**src/qpd_pkg.sv**
```systemverilog
// Package for the quad pot serial command decoder
package qpd_pkg;
    localparam logic [3:0] dev_type_id = 4'h5;
    localparam logic [7:0] op_wiper_read = 8'h09;
    localparam logic [3:0] op_rd_wiper = 4'h9;
    localparam logic [3:0] op_wr_wiper = 4'ha;
    localparam logic [3:0] op_rd_slot = 4'hb;
    localparam logic [3:0] op_wr_slot = 4'hc;
    localparam logic [3:0] op_slot_to_wiper = 4'hd;
    localparam logic [3:0] op_wiper_to_slot = 4'he;
    localparam logic [3:0] op_step = 4'h2;
    localparam logic [3:0] op_global_load = 4'h1;
    localparam logic [3:0] op_status = 4'h5;
    localparam logic [5:0] wiper_max = 6'h3f;
    localparam logic [5:0] wiper_reset_val = 6'h00;
    localparam logic [5:0] bit_byte1 = 6'h08;
    localparam logic [5:0] bit_byte2 = 6'h10;
    localparam logic [5:0] bit_byte3 = 6'h18;
    localparam int core_clk_mhz = 20;
    localparam int nv_write_time_us = 10;
    localparam int nv_write_cycles = nv_write_time_us * core_clk_mhz;

    typedef struct packed {
        logic [3:0] op;
        logic [1:0] slot;
        logic [1:0] pot;
    } qpd_cmd_type;

    typedef struct packed {
        logic so_out;
        logic so_oe;
    } qpd_so_type;
endpackage : qpd_pkg

```
**src/qpd_decoder.sv**
```systemverilog
// Serial command decoder for a quad digital potentiometer
`timescale 1ns/1ps
module qpd_decoder (
    input wire logic core_clk,
    input wire logic rst,
    input wire logic cs_n,
    input wire logic sck,
    input wire logic si,
    input wire logic [1:0] chip_address_bits,
    output logic so_out,
    output logic so_oe,
    output logic [23:0] wiper_positions,
    output logic write_in_progress_flag
);
    // ==========================================
    // Pin synchronisers
    // Equal depth on all pins keeps each data bit aligned with its clock edge
    logic [1:0] cs_sync_ff;
    logic [1:0] sck_sync_ff;
    logic [1:0] si_sync_ff;
    logic cs_prev_ff;
    logic sck_prev_ff;
    always_ff @(posedge core_clk) begin
        if (rst) begin
            cs_sync_ff <= 2'h3;
            sck_sync_ff <= 2'h0;
            si_sync_ff <= 2'h0;
            cs_prev_ff <= 1'b1;
            sck_prev_ff <= 1'b0;
        end else begin
            cs_sync_ff <= {cs_sync_ff[0], cs_n};
            sck_sync_ff <= {sck_sync_ff[0], sck};
            si_sync_ff <= {si_sync_ff[0], si};
            cs_prev_ff <= cs_sync_ff[1];
            sck_prev_ff <= sck_sync_ff[1];
        end
    end
    wire cs_low = ~cs_sync_ff[1];
    wire frame_start = cs_prev_ff & ~cs_sync_ff[1];
    wire frame_end = ~cs_prev_ff & cs_sync_ff[1];
    wire sck_rise = cs_low & ~sck_prev_ff & sck_sync_ff[1];
    wire sck_fall = cs_low & sck_prev_ff & ~sck_sync_ff[1];
    wire si_bit = si_sync_ff[1];

    // ==========================================
    // Frame shifter
    typedef enum logic [3:0] {
        st_idle = 4'h1,
        st_shift = 4'h2,
        st_ignore = 4'h4,
        st_step = 4'h8
    } qpd_state_type;
    qpd_state_type state_ff, nxt_state;
    logic [5:0] bit_cnt_ff;
    logic [7:0] addr_byte_ff;
    qpd_pkg::qpd_cmd_type cmd_ff;
    logic [7:0] data_ff;
    logic [7:0] tx_ff;
    logic so_oe_ff;
    logic [5:0] wiper_ff [4];
    logic [5:0] slot_ff [16];
    logic [31:0] nv_cnt_ff;
    logic [5:0] nv_data_ff;
    logic [3:0] nv_idx_ff;

    function automatic logic [3:0] slot_index(input logic [1:0] pot, input logic [1:0] slot);
        slot_index = {pot, slot};
    endfunction : slot_index


    // ==========================================
    // Command decode
    wire [7:0] shifted = {addr_byte_ff[6:0], si_bit};
    wire [7:0] own_addr_byte = {qpd_pkg::dev_type_id, 2'b00, chip_address_bits};
    wire in_shift = state_ff == st_shift;
    wire end_shift = frame_end & in_shift;
    wire byte1_done = sck_rise & (bit_cnt_ff == qpd_pkg::bit_byte1 - 6'h01);
    wire byte2_done = sck_rise & (bit_cnt_ff == qpd_pkg::bit_byte2 - 6'h01);
    wire [7:0] cmd_next = {cmd_ff[6:0], si_bit};
    wire [3:0] sel = slot_index(cmd_ff.pot, cmd_ff.slot);
    wire [5:0] cur_wiper = wiper_ff[cmd_ff.pot];
    wire nv_busy = nv_cnt_ff != 32'h0;
    // Frame length decides commit; short frames fall through untouched
    wire have_two = bit_cnt_ff >= qpd_pkg::bit_byte2;
    wire have_three = bit_cnt_ff >= qpd_pkg::bit_byte3;
    wire do_wr_wiper = end_shift & have_three & cmd_ff.op == qpd_pkg::op_wr_wiper;
    wire do_wr_slot = end_shift & have_three & cmd_ff.op == qpd_pkg::op_wr_slot & ~nv_busy;
    wire do_s2w = end_shift & have_two & cmd_ff.op == qpd_pkg::op_slot_to_wiper;
    wire do_w2s = end_shift & have_two & cmd_ff.op == qpd_pkg::op_wiper_to_slot & ~nv_busy;
    wire do_glob = end_shift & have_two & cmd_ff.op == qpd_pkg::op_global_load;
    wire do_step = state_ff == st_step & sck_rise;

    // A mismatched first byte parks the frame until chip select rises
    always_comb begin
        nxt_state = state_ff;
        case (state_ff)
            st_idle: if (frame_start) nxt_state = st_shift;
            st_shift: begin
                if (frame_end) nxt_state = st_idle;
                else if (byte1_done & shifted != own_addr_byte)
                    nxt_state = st_ignore;
                else if (byte2_done & cmd_next[7:4] == qpd_pkg::op_step) nxt_state = st_step;
            end
            st_ignore: if (frame_end) nxt_state = st_idle;
            st_step: if (frame_end) nxt_state = st_idle;
            default: nxt_state = st_idle;
        endcase
    end

    always_ff @(posedge core_clk) begin
        if (rst) begin
            state_ff <= st_idle;
            bit_cnt_ff <= 6'h0;
            addr_byte_ff <= 8'h0;
            cmd_ff <= '0;
            data_ff <= 8'h0;
        end else begin
            state_ff <= nxt_state;
            // Count saturates so an overlong frame cannot wrap into a short one
            if (frame_start) bit_cnt_ff <= 6'h0;
            else if (sck_rise & in_shift & bit_cnt_ff != qpd_pkg::wiper_max) bit_cnt_ff <= bit_cnt_ff + 6'h01;
            if (sck_rise & in_shift) begin
                if (bit_cnt_ff < qpd_pkg::bit_byte1) addr_byte_ff <= shifted;
                else if (bit_cnt_ff < qpd_pkg::bit_byte2) cmd_ff <= cmd_next;
                else if (bit_cnt_ff < qpd_pkg::bit_byte3) data_ff <= {data_ff[6:0], si_bit};
            end
        end
    end

    // ==========================================
    // Serial output; loaded after byte two, shifted on falling clock
    always_ff @(posedge core_clk) begin
        if (rst) begin
            tx_ff <= 8'h0;
            so_oe_ff <= 1'b0;
        end else if (frame_end | frame_start) begin
            so_oe_ff <= 1'b0;
        end else if (byte2_done & in_shift) begin
            case (cmd_next[7:4])
                qpd_pkg::op_rd_wiper: begin
                    tx_ff <= {2'b00, wiper_ff[cmd_next[1:0]]};
                    so_oe_ff <= 1'b1;
                end
                qpd_pkg::op_rd_slot: begin
                    tx_ff <= {2'b00, slot_ff[slot_index(cmd_next[1:0], cmd_next[3:2])]};
                    so_oe_ff <= 1'b1;
                end
                qpd_pkg::op_status: begin
                    tx_ff <= {7'h0, nv_busy};
                    so_oe_ff <= 1'b1;
                end
                default: so_oe_ff <= 1'b0;
            endcase
        end else if (sck_fall & so_oe_ff & bit_cnt_ff > qpd_pkg::bit_byte2) begin
            tx_ff <= {tx_ff[6:0], 1'b0};
        end
    end
    qpd_pkg::qpd_so_type so_pins;
    assign so_pins = {tx_ff[7], so_oe_ff};
    assign so_out = so_pins.so_out;
    assign so_oe = so_pins.so_oe;

    // ==========================================
    // Wipers, saved slots and write timer
    // Slot writes during a busy cycle are dropped, as the array cannot take them
    always_ff @(posedge core_clk) begin
        if (rst) begin
            nv_cnt_ff <= 32'h0;
            nv_data_ff <= 6'h0;
            nv_idx_ff <= 4'h0;
        end else if (do_wr_slot | do_w2s) begin
            nv_cnt_ff <= 32'(qpd_pkg::nv_write_cycles);
            nv_data_ff <= do_wr_slot ? data_ff[5:0] : cur_wiper;
            nv_idx_ff <= sel;
        end else if (nv_busy) begin
            nv_cnt_ff <= nv_cnt_ff - 32'h1;
        end
    end
    assign write_in_progress_flag = nv_busy;

    // Slot takes its new value only as the write timer expires
    genvar g;
    generate
        for (g = 0; g < 16; g++) begin : g_slot
            always_ff @(posedge core_clk) begin
                if (rst) slot_ff[g] <= qpd_pkg::wiper_reset_val;
                else if (nv_cnt_ff == 32'h1 & nv_idx_ff == 4'(g)) slot_ff[g] <= nv_data_ff;
            end
        end
        // Step saturates at both ends rather than wrapping
        for (g = 0; g < 4; g++) begin : g_wiper
            wire mine = cmd_ff.pot == 2'(g);
            always_ff @(posedge core_clk) begin
                if (rst) wiper_ff[g] <= qpd_pkg::wiper_reset_val;
                else if (do_wr_wiper & mine) wiper_ff[g] <= data_ff[5:0];
                else if (do_s2w & mine) wiper_ff[g] <= slot_ff[sel];
                else if (do_glob) wiper_ff[g] <= slot_ff[slot_index(2'(g), cmd_ff.slot)];
                else if (do_step & mine & si_bit & wiper_ff[g] != qpd_pkg::wiper_max)
                    wiper_ff[g] <= wiper_ff[g] + 6'h01;
                else if (do_step & mine & ~si_bit & wiper_ff[g] != 6'h00)
                    wiper_ff[g] <= wiper_ff[g] - 6'h01;
            end
            assign wiper_positions[g*6 +: 6] = wiper_ff[g];
        end
    endgenerate
endmodule : qpd_decoder

```
**config.mk**
```make
export PLATFORM = sky130hd
export DESIGN_NAME = qpd_decoder
export DESIGN_NICKNAME = d
export VERILOG_FILES = /design/src/qpd_pkg.sv /design/src/qpd_decoder.sv
export SDC_FILE = /design/constraint.sdc
export NUM_CORES = 1
export LEC_CHECK = 0
export BUFFER_PORTS_ARGS = -buffer_cell sky130_fd_sc_hd__buf_2
export CAP_MARGIN = 0
export CORE_UTILIZATION = 37
export CTS_BUF_LIST = sky130_fd_sc_hd__clkbuf_8
export DETAILED_ROUTE_END_ITERATION = 16
export PLACE_DENSITY = 0.56
export SLEW_MARGIN = 20
export SYNTH_ARGS = -nofsm -noshare
export SYNTH_HDL_FRONTEND = slang
export SYNTH_SLANG_ARGS = --single-unit
```
**constraint.sdc**
```tcl
create_clock -name core_clk -period 2.9 [get_ports core_clk]
set_input_delay 0.58 -clock core_clk [delete_from_list [all_inputs] [get_ports core_clk]]
set_output_delay 0.58 -clock core_clk [all_outputs]
set_load 0.01 [all_outputs]
```
==> qor.csv, run 1 <==
stage,metric,value,unit
clock_network,clk_latency,0.55,ns
critical_path,start_kind,register,
hold_path,worstHoldEndpoint,cs_sync_ff[0],
synth,synth_cell_type_count,68,
synth,synthArstFlopShare,0,
layout,drive_gt1_frac,0.1944,
critical_path,r2r_end,wiper_ff[2][1],
synth,netlist_instances,1199,
sta,hold_viol_final,0,
global_route,track_usage,0.2199,
critical_path,required,2.32,ns
critical_path,slowest_stage,or4_1,
layout,fillers,3198,
critical_path,ff2ff_setup_slack,0.18,ns
synth,synth.net_count,1223,
routing,vias,10004,
flow_run,max-cap-violations,0,
routing,drt_pass1_iterations,5,
global_route,grt_overflow,0,
critical_path,worst-path-buf-inv,1,
layout,nets,1306,
sta,worstMarginPinSlew,0.7892,ns
sta,fmax,359.2,MHz
clock_network,cts_tree,yes,
global_route,grt_max_degree,36,
clock_network,clk_pin_slew_worst_paths,0.06,ns
synth,yosysSeqAreaShare,0.4456,
floorplan,initial_core_util,0.3774,
critical_path,slowest_delay,0.60,ns
floorplan,die_w,184.4,µm
floorplan,fp-row-count,66,
status,status,finished clean,
sta,skew,0.02728,ns
synth,synth-edff-count,120,
power_and_ir_drop,seqPwrFrac,0.452,
floorplan,ios,34,
routing,wl,36440,µm
floorplan,core,0.03262,mm²
sta,max_slew_margin,0.4732,
hold_path,holdPathStages,2,
clock_network,post_cts_buffers,0,
global_route,grt_pass1_vias,9479,
placed_design,dpl.hpwl,27000,µm
routing,routedWlPerCell,20.78,µm
routing,postRouteAntennaNets,0,
sta,min_period_over_period,0.9599,
synth,synth_warnings,0,
power_and_ir_drop,p_sw,2.518,mW
power_and_ir_drop,p_leak,5.007,nW
power_and_ir_drop,total_power,8.095,mW
synth,synth_area_per_cell,10.27,µm²
critical_path,rr_startpoint,state_ff[1],
power_and_ir_drop,p_per_area,574.0,mW/mm²
power_and_ir_drop,p_clk_frac,0.325,
layout,multiInputGateArea,0.006491,mm²
clock_network,cts_max_path_buffers,3,
global_route,grt_pass1_wl,56760,µm
routing,avgViaCountPerCell,5.704,
power_and_ir_drop,p_comb_frac,0.223,
layout,antennaDiodeCount,0,
critical_path,worst-path-max-fanout,6,
sta,setup_viol,0,
critical_path,critical_path.top_delay_family,simple AND/OR/NAND/NOR gates,
clock_network,ctsHtreeMaxLevel,2,
clock_network,cts_sinks,214,
routing,drc_errors,0,
synth,synth_top_family_by_area,simple AND/OR/NAND/NOR gates,
clock_network,cts_made_buffers,39,
critical_path,worstPathArrival,2.20,ns
critical_path,crit_cells,4,
synth,synthSimpleGateAreaFrac,0.2212,
placed_design,gp_congestion,1.057,
synth,ys.flop_type,edfxtp_1,
synth,synth.cell_area,0.01231,mm²
clock_network,root_buffer,clkbuf_8,
synth,synth_mux_area_frac,0.1406,
synth,ys_ff_latch,214,
critical_path,critical_path_class,register to output port,
critical_path,ff2ff_path_depth,6,
synth,synthAdderAreaFrac,0.01728,
critical_path,crit_chain,nor4_2 -> nand2_2 -> or4_1 -> buf_2,
global_route,antenna_found_initial,0,
placed_design,port_buffers,33,
layout,area_growth,14.56,%
sta,final_max_slew_viol_count,0,
critical_path,end_kind,output port,
critical_path,crit_path_start,nv_cnt_ff[16],
layout,regArea,0.005488,mm²
sta,post-route-min-period,2.784,ns
synth,synth-xor-area-share,0.04055,
floorplan,die-area,0.03401,mm²
hold_path,hold_path_class,input port to register,
sta,fin_setup_tns,0,ns
synth,synth_compound_area_frac,0.1052,
power_and_ir_drop,irDropWorstVdd,0.2781,mV
clock_network,ctsHoldBuffers,0,
power_and_ir_drop,switching_share,0.3111,
routing,drtIter0Drc,1010,
floorplan,die_h,184.4,µm
hold_path,min_from,cs_n,
power_and_ir_drop,p_int,5.577,mW
==> metal layers <==
metal  routed length [µm]  vias up  track usage
met3                 2469       85      0.03359
met2                16800      431       0.3540
li1                     -     4617            -
met4                 1278        0      0.08133
met1                15890     4871       0.2980
met5                    0        -            0
==> cells by family (layout without fill, tap and decap cells) <==
family,Yosys count,count (layout)
multiplexers,99,99
adder cells (fa/ha/maj),17,17
flip-flops,214,214
buffers and inverters,95,208
AND/OR/NAND/NOR,528,528
AO/OA/AOI/OAI,189,189
XOR/XNOR,57,57
==> through the flow <==
| stage | instance area, µm² | hold slack [ns] | utilization | setup WS [ns] | instances |
|---|---|---|---|---|---|
| CTS | 14080 | 0.2100 | 0.4318 | 0.04186 | 1754 |
| floorplan | 12310 | 0.3895 | - | 0.08304 | 1199 |
| finish | 14100 | 0.2312 | 0.4324 | 0.1163 | 1754 |
| detailed placement | 13370 | 0.4195 | 0.4098 | 0.04874 | 1683 |
| global placement | 13370 | 0.4050 | 0.4098 | 0.07557 | 1683 |
| global route | 14100 | 0.2186 | 0.4324 | -0.01122 | 1754 |
==> how the worst max path moves through the flow <==
stage               slack (ns)                endpoint
floorplan                 0.08          wiper_ff[0][0]
global placement          0.08           slot_ff[5][4]
detailed placement        0.05           slot_ff[5][1]
CTS                       0.04  write_in_progress_flag
global route             -0.01           slot_ff[9][0]
finish                    0.12  write_in_progress_flag
==> power groups by stage <==
stage               clock network, mW  registers (mW)  logic [mW]
floorplan                           0            3.64        1.28
global placement                    0            3.70        1.75
detailed placement                  0            3.71        1.76
CTS                              2.70            3.65        1.78
global route                     2.82            3.69        2.01
finish                           2.63            3.66        1.80
==> synth_stat cells (7+ instances only) <==
library cell | n | area [µm²]
nand3_1 | 47 | 235.2
nand4_1 | 13 | 81.33
nand3b_1 | 7 | 52.55
nor2_1 | 130 | 488.0
mux2i_1 | 30 | 300.3
nor3_1 | 30 | 150.1
a22o_1 | 12 | 105.1
a21oi_1 | 35 | 175.2
edfxtp_1 | 120 | 3603
ha_1 | 17 | 212.7
a221oi_1 | 14 | 122.6
a31oi_1 | 9 | 56.30
clkbuf_1 | 58 | 217.7
o21ai_0 | 48 | 240.2
a222oi_1 | 7 | 70.07
a22oi_1 | 10 | 75.07
nand2b_1 | 19 | 118.9
mux2_2 | 11 | 123.9
inv_1 | 26 | 97.59
xor2_1 | 26 | 227.7
xnor2_1 | 31 | 271.5
nand2_1 | 100 | 375.4
nor4_1 | 19 | 118.9
and2_1 | 103 | 644.4
nor2b_1 | 12 | 75.07
dfxtp_1 | 94 | 1882
a211oi_1 | 8 | 60.06
or3_1 | 9 | 56.30
mux4_2 | 58 | 1306
or2_2 | 7 | 43.79
==> layout by cell type, fill, tap and decap left out, types with 33 or more instances in the layout <==
master | synthesis | final
inv_1 | 26 | 42
buf_2 | 4 | 33
nand2_1 | 100 | 99
clkbuf_8 | 0 | 43
buf_4 | 1 | 77
edfxtp_1 | 120 | 120
and2_1 | 103 | 103
nor2_1 | 130 | 130
dfxtp_1 | 94 | 92
o21ai_0 | 48 | 48
mux4_2 | 58 | 58
a21oi_1 | 35 | 34
nand3_1 | 47 | 47
==> timing repair <==
action                                  in CTS  in global routing
resized for setup                            1                  3
endpoints found under the setup margin       1                 36
hold endpoints to repair                     0                  0
==> state kept, by name, summed over array words and instances, names as in the netlist, named ones only <==
signal and count:
sck_prev_ff 1, nv_cnt_ff 32, addr_byte_ff 7, wiper_ff 24, tx_ff 8, state_ff 4
nv_data_ff 6, data_ff 6, nv_idx_ff 4, cmd_ff 8, cs_prev_ff 1, cs_sync_ff 2
so_oe 1, si_sync_ff 2, bit_cnt_ff 6, slot_ff 96, sck_sync_ff 2
==> final cells by class <==
type                       instances  share of cell area
clock inverter                    28            0.008428
inverter                          26            0.006920
timing repair buffer             111             0.05412
sequential                       214              0.3891
multi-input combinational        890              0.4603
tap                              442             0.03921
clock buffer                      43             0.04196
No activity file was read; power rests on OpenSTA's default activity.
==> inputs of run 2 (changes only) <==
Settings changed: CORE_ASPECT_RATIO set to 1.5.
==> run 2 against run 1 <==
  * Die area is essentially flat
  * Combinational power is essentially flat
  * Final cell count shrank 1.7%
  * Hold slack lost 0.043 ns
  * Maximum frequency grew 0.45%
  * Core utilization grew 0.22 points
  * First-iteration DRC count shrank 39%
  * Via count shrank 1.4%
  * Wire length grew 4.5%
  * Clock-buffer cell count shrank 1
  * Worst setup slack gained 0.012 ns
  * Global-route usage grew 0.93 points
  * Critical endpoint unchanged
  * Largest cell class unchanged
==> qor.csv, run 2 (synthesized netlist as in run 1, its figures left out) <==
stage,metric,value,unit,change
power_and_ir_drop,p_sw,2.555,mW,was 2.518 mW
sta,post-route-min-period,2.771,ns,was 2.784 ns
power_and_ir_drop,switching_share,0.3096,,was 0.3111
layout,final_common_cell,nor2_1,,unchanged
global_route,grt_overflow,0,,unchanged
critical_path,start_kind,register,,unchanged
floorplan,core,0.03263,mm²,was 0.03262 mm²
routing,routedWlPerCell,22.08,µm,was 20.78 µm
clock_network,cts_sinks,214,,unchanged
clock_network,ctsHoldBuffers,0,,unchanged
critical_path,critical_path_class,register to output port,,unchanged
layout,postLayoutCellArea,0.01418,mm²,was 0.01410 mm²
critical_path,required,2.32,ns,about the same
critical_path,worstPathArrival,2.19,ns,was 2.20 ns
clock_network,cts_tree,yes,,unchanged
layout,antennaDiodeCount,0,,unchanged
layout,mostFrequentLayoutCells,"129 x nor2_1, 120 x edfxtp_1, 103 x and2_1",,"was 130 x nor2_1, 120 x edfxtp_1, 103 x and2_1"
placed_design,port_buffers,33,,unchanged
clock_network,clk_latency,0.58,ns,was 0.55 ns
sta,skew,0.05141,ns,was 0.02728 ns
power_and_ir_drop,p_leak,5.040,nW,was 5.007 nW
sta,max_slew_margin,0.2916,,was 0.4732
floorplan,ios,34,,unchanged
clock_network,root_buffer,clkbuf_8,,unchanged
clock_network,clk_pin_slew_worst_paths,0.07,ns,was 0.06 ns
sta,rsz0062_at_grt,no,,
power_and_ir_drop,p_clk_frac,0.340,,was 0.325
floorplan,initial_core_util,0.3772,,was 0.3774
routing,drc_errors,0,,unchanged
routing,vias,9862,,was 10004
routing,avgViaCountPerCell,5.717,,was 5.704
layout,nets,1310,,was 1306
clock_network,cts_max_path_buffers,3,,unchanged
placed_design,dpl.hpwl,28390,µm,was 27000 µm
placed_design,placed_cell_area,0.01341,mm²,was 0.01337 mm²
sta,fin_setup_tns,0,ns,unchanged
floorplan,fp-row-count,81,,was 66
hold_path,hold_path_class,input port to register,,unchanged
layout,fillers,3128,,was 3198
clock_network,cts_made_buffers,35,,was 39
routing,drt_pass1_iterations,7,,was 5
power_and_ir_drop,seqPwrFrac,0.444,,was 0.452
clock_network,ctsHtreeMaxLevel,2,,unchanged
sta,final_max_slew_viol_count,0,,unchanged
critical_path,end_kind,output port,,unchanged
floorplan,die_h,225.4,µm,was 184.4 µm
global_route,antenna_found_initial,0,,unchanged
sta,worst_hold_slack,0.1882,ns,was 0.2312 ns
power_and_ir_drop,p_comb_frac,0.216,,was 0.223
global_route,grt_pass1_wl,57990,µm,was 56760 µm
layout,reg.largest.list,"slot_ff: 96 flops, nv_cnt_ff: 32 flops, wiper_ff: 24 flops",,unchanged
critical_path,worst-path-max-fanout,6,,unchanged
global_route,track_usage,0.2292,,was 0.2199
global_route,grt_max_degree,31,,was 36
power_and_ir_drop,p_per_area,581.9,mW/mm²,was 574.0 mW/mm²
sta,fmax,360.8,MHz,was 359.2 MHz
floorplan,die-area,0.03402,mm²,was 0.03401 mm²
routing,drtIter0Drc,618,,was 1010
floorplan,die_w,150.9,µm,was 184.4 µm
routing,wl,38090,µm,was 36440 µm
routing,postRouteAntennaNets,0,,unchanged
sta,min_period_over_period,0.9556,,was 0.9599
placed_design,gp_congestion,1.024,,was 1.057
power_and_ir_drop,p_int,5.698,mW,was 5.577 mW
sta,hold_viol_final,0,,unchanged
critical_path,ff2ff_setup_slack,0.20,ns,was 0.18 ns
flow_run,max-cap-violations,0,,unchanged
global_route,grt_pass1_vias,9906,,was 9479
sta,setup_viol,0,,unchanged
status,status,finished clean,,unchanged
layout,area_growth,15.21,%,was 14.56%
layout,top_register,slot_ff,,unchanged
power_and_ir_drop,irDropWorstVdd,0.4633,mV,was 0.2781 mV
layout,drive_gt1_frac,0.2069,,was 0.1944
layout,largest_reg_flops,96,,unchanged
sta,worstMarginPinSlew,1.063,ns,was 0.7892 ns
## run 2: changes by cell type in the layout (fill, tap and decap cells not counted), sizes merged
cell / change
clkinvlp: +1
inv: -9
bufinv: +2
buf: +8
clkinv: -3
clkbuf: -1
## run 2: area by class of cell
class,instances,area [µm²],area share
clock buffers,42,578.1,0.04076
flip-flops and latches,214,5488,0.3869
multi-input cells,890,6513,0.4592
well taps,415,519.2,0.03661
inverters,26,97.59,0.006881
clock inverters,19,151.4,0.01067
repair buffers,119,835.8,0.05893
## run 2: what timing repair did
action | CTS | global route
setup endpoints to repair | 1 | 12
buffers inserted | 0 | 0
gates resized for setup | 4 | 5
pin swaps | 0 | 1
## run 2: critical path, cell delays in order, from the launching register on
cell and delay (ns):
dfxtp_1 0.35, nor3_1 0.38, nand3_1 0.16, or4_1 0.55, buf_2 0.17
## run 2: per-layer routing
metal / up-vias / part of all wire / global-route usage
met5: - / 0 / 0
li1: 4620 / - / -
met3: 130 / 0.051 / 0.04049
met4: 0 / 0.068 / 0.1539
met2: 327 / 0.52 / 0.4069
met1: 4785 / 0.36 / 0.2442
## run 2: path summary, 6_finish.rpt
kind | start | end | cells after the start
max | nv_cnt_ff[7] | write_in_progress_flag | 4
min | cs_n | cs_sync_ff[0] | 2
max reg2reg | state_ff[0] | wiper_ff[2][2] | 8
min reg2reg | cs_sync_ff[0] | cs_sync_ff[1] | 1
## run 2: stage by stage
stage / total power, mW / cells / setup slack, ns / utilization
after floorplan: 4.922 / 1199 / 0.08304 / -
after CTS: 8.280 / 1725 / 0.03015 / 0.4338
final: 8.253 / 1725 / 0.1286 / 0.4346
after detailed placement: 5.427 / 1664 / 0.1360 / 0.4108
after global routing: 8.677 / 1725 / 0.01575 / 0.4346
after global placement: 5.406 / 1664 / 0.2037 / 0.4108
## run 2: power groups by stage
| stage | Combinational [mW] | Sequential (mW) | Clock, mW |
|---|---|---|---|
| finish | 1.78 | 3.66 | 2.81 |
| global route | 1.98 | 3.70 | 2.99 |
| CTS | 1.76 | 3.65 | 2.87 |
| detailed placement | 1.72 | 3.71 | 0 |
| global placement | 1.71 | 3.69 | 0 |
| floorplan | 1.28 | 3.64 | 0 |
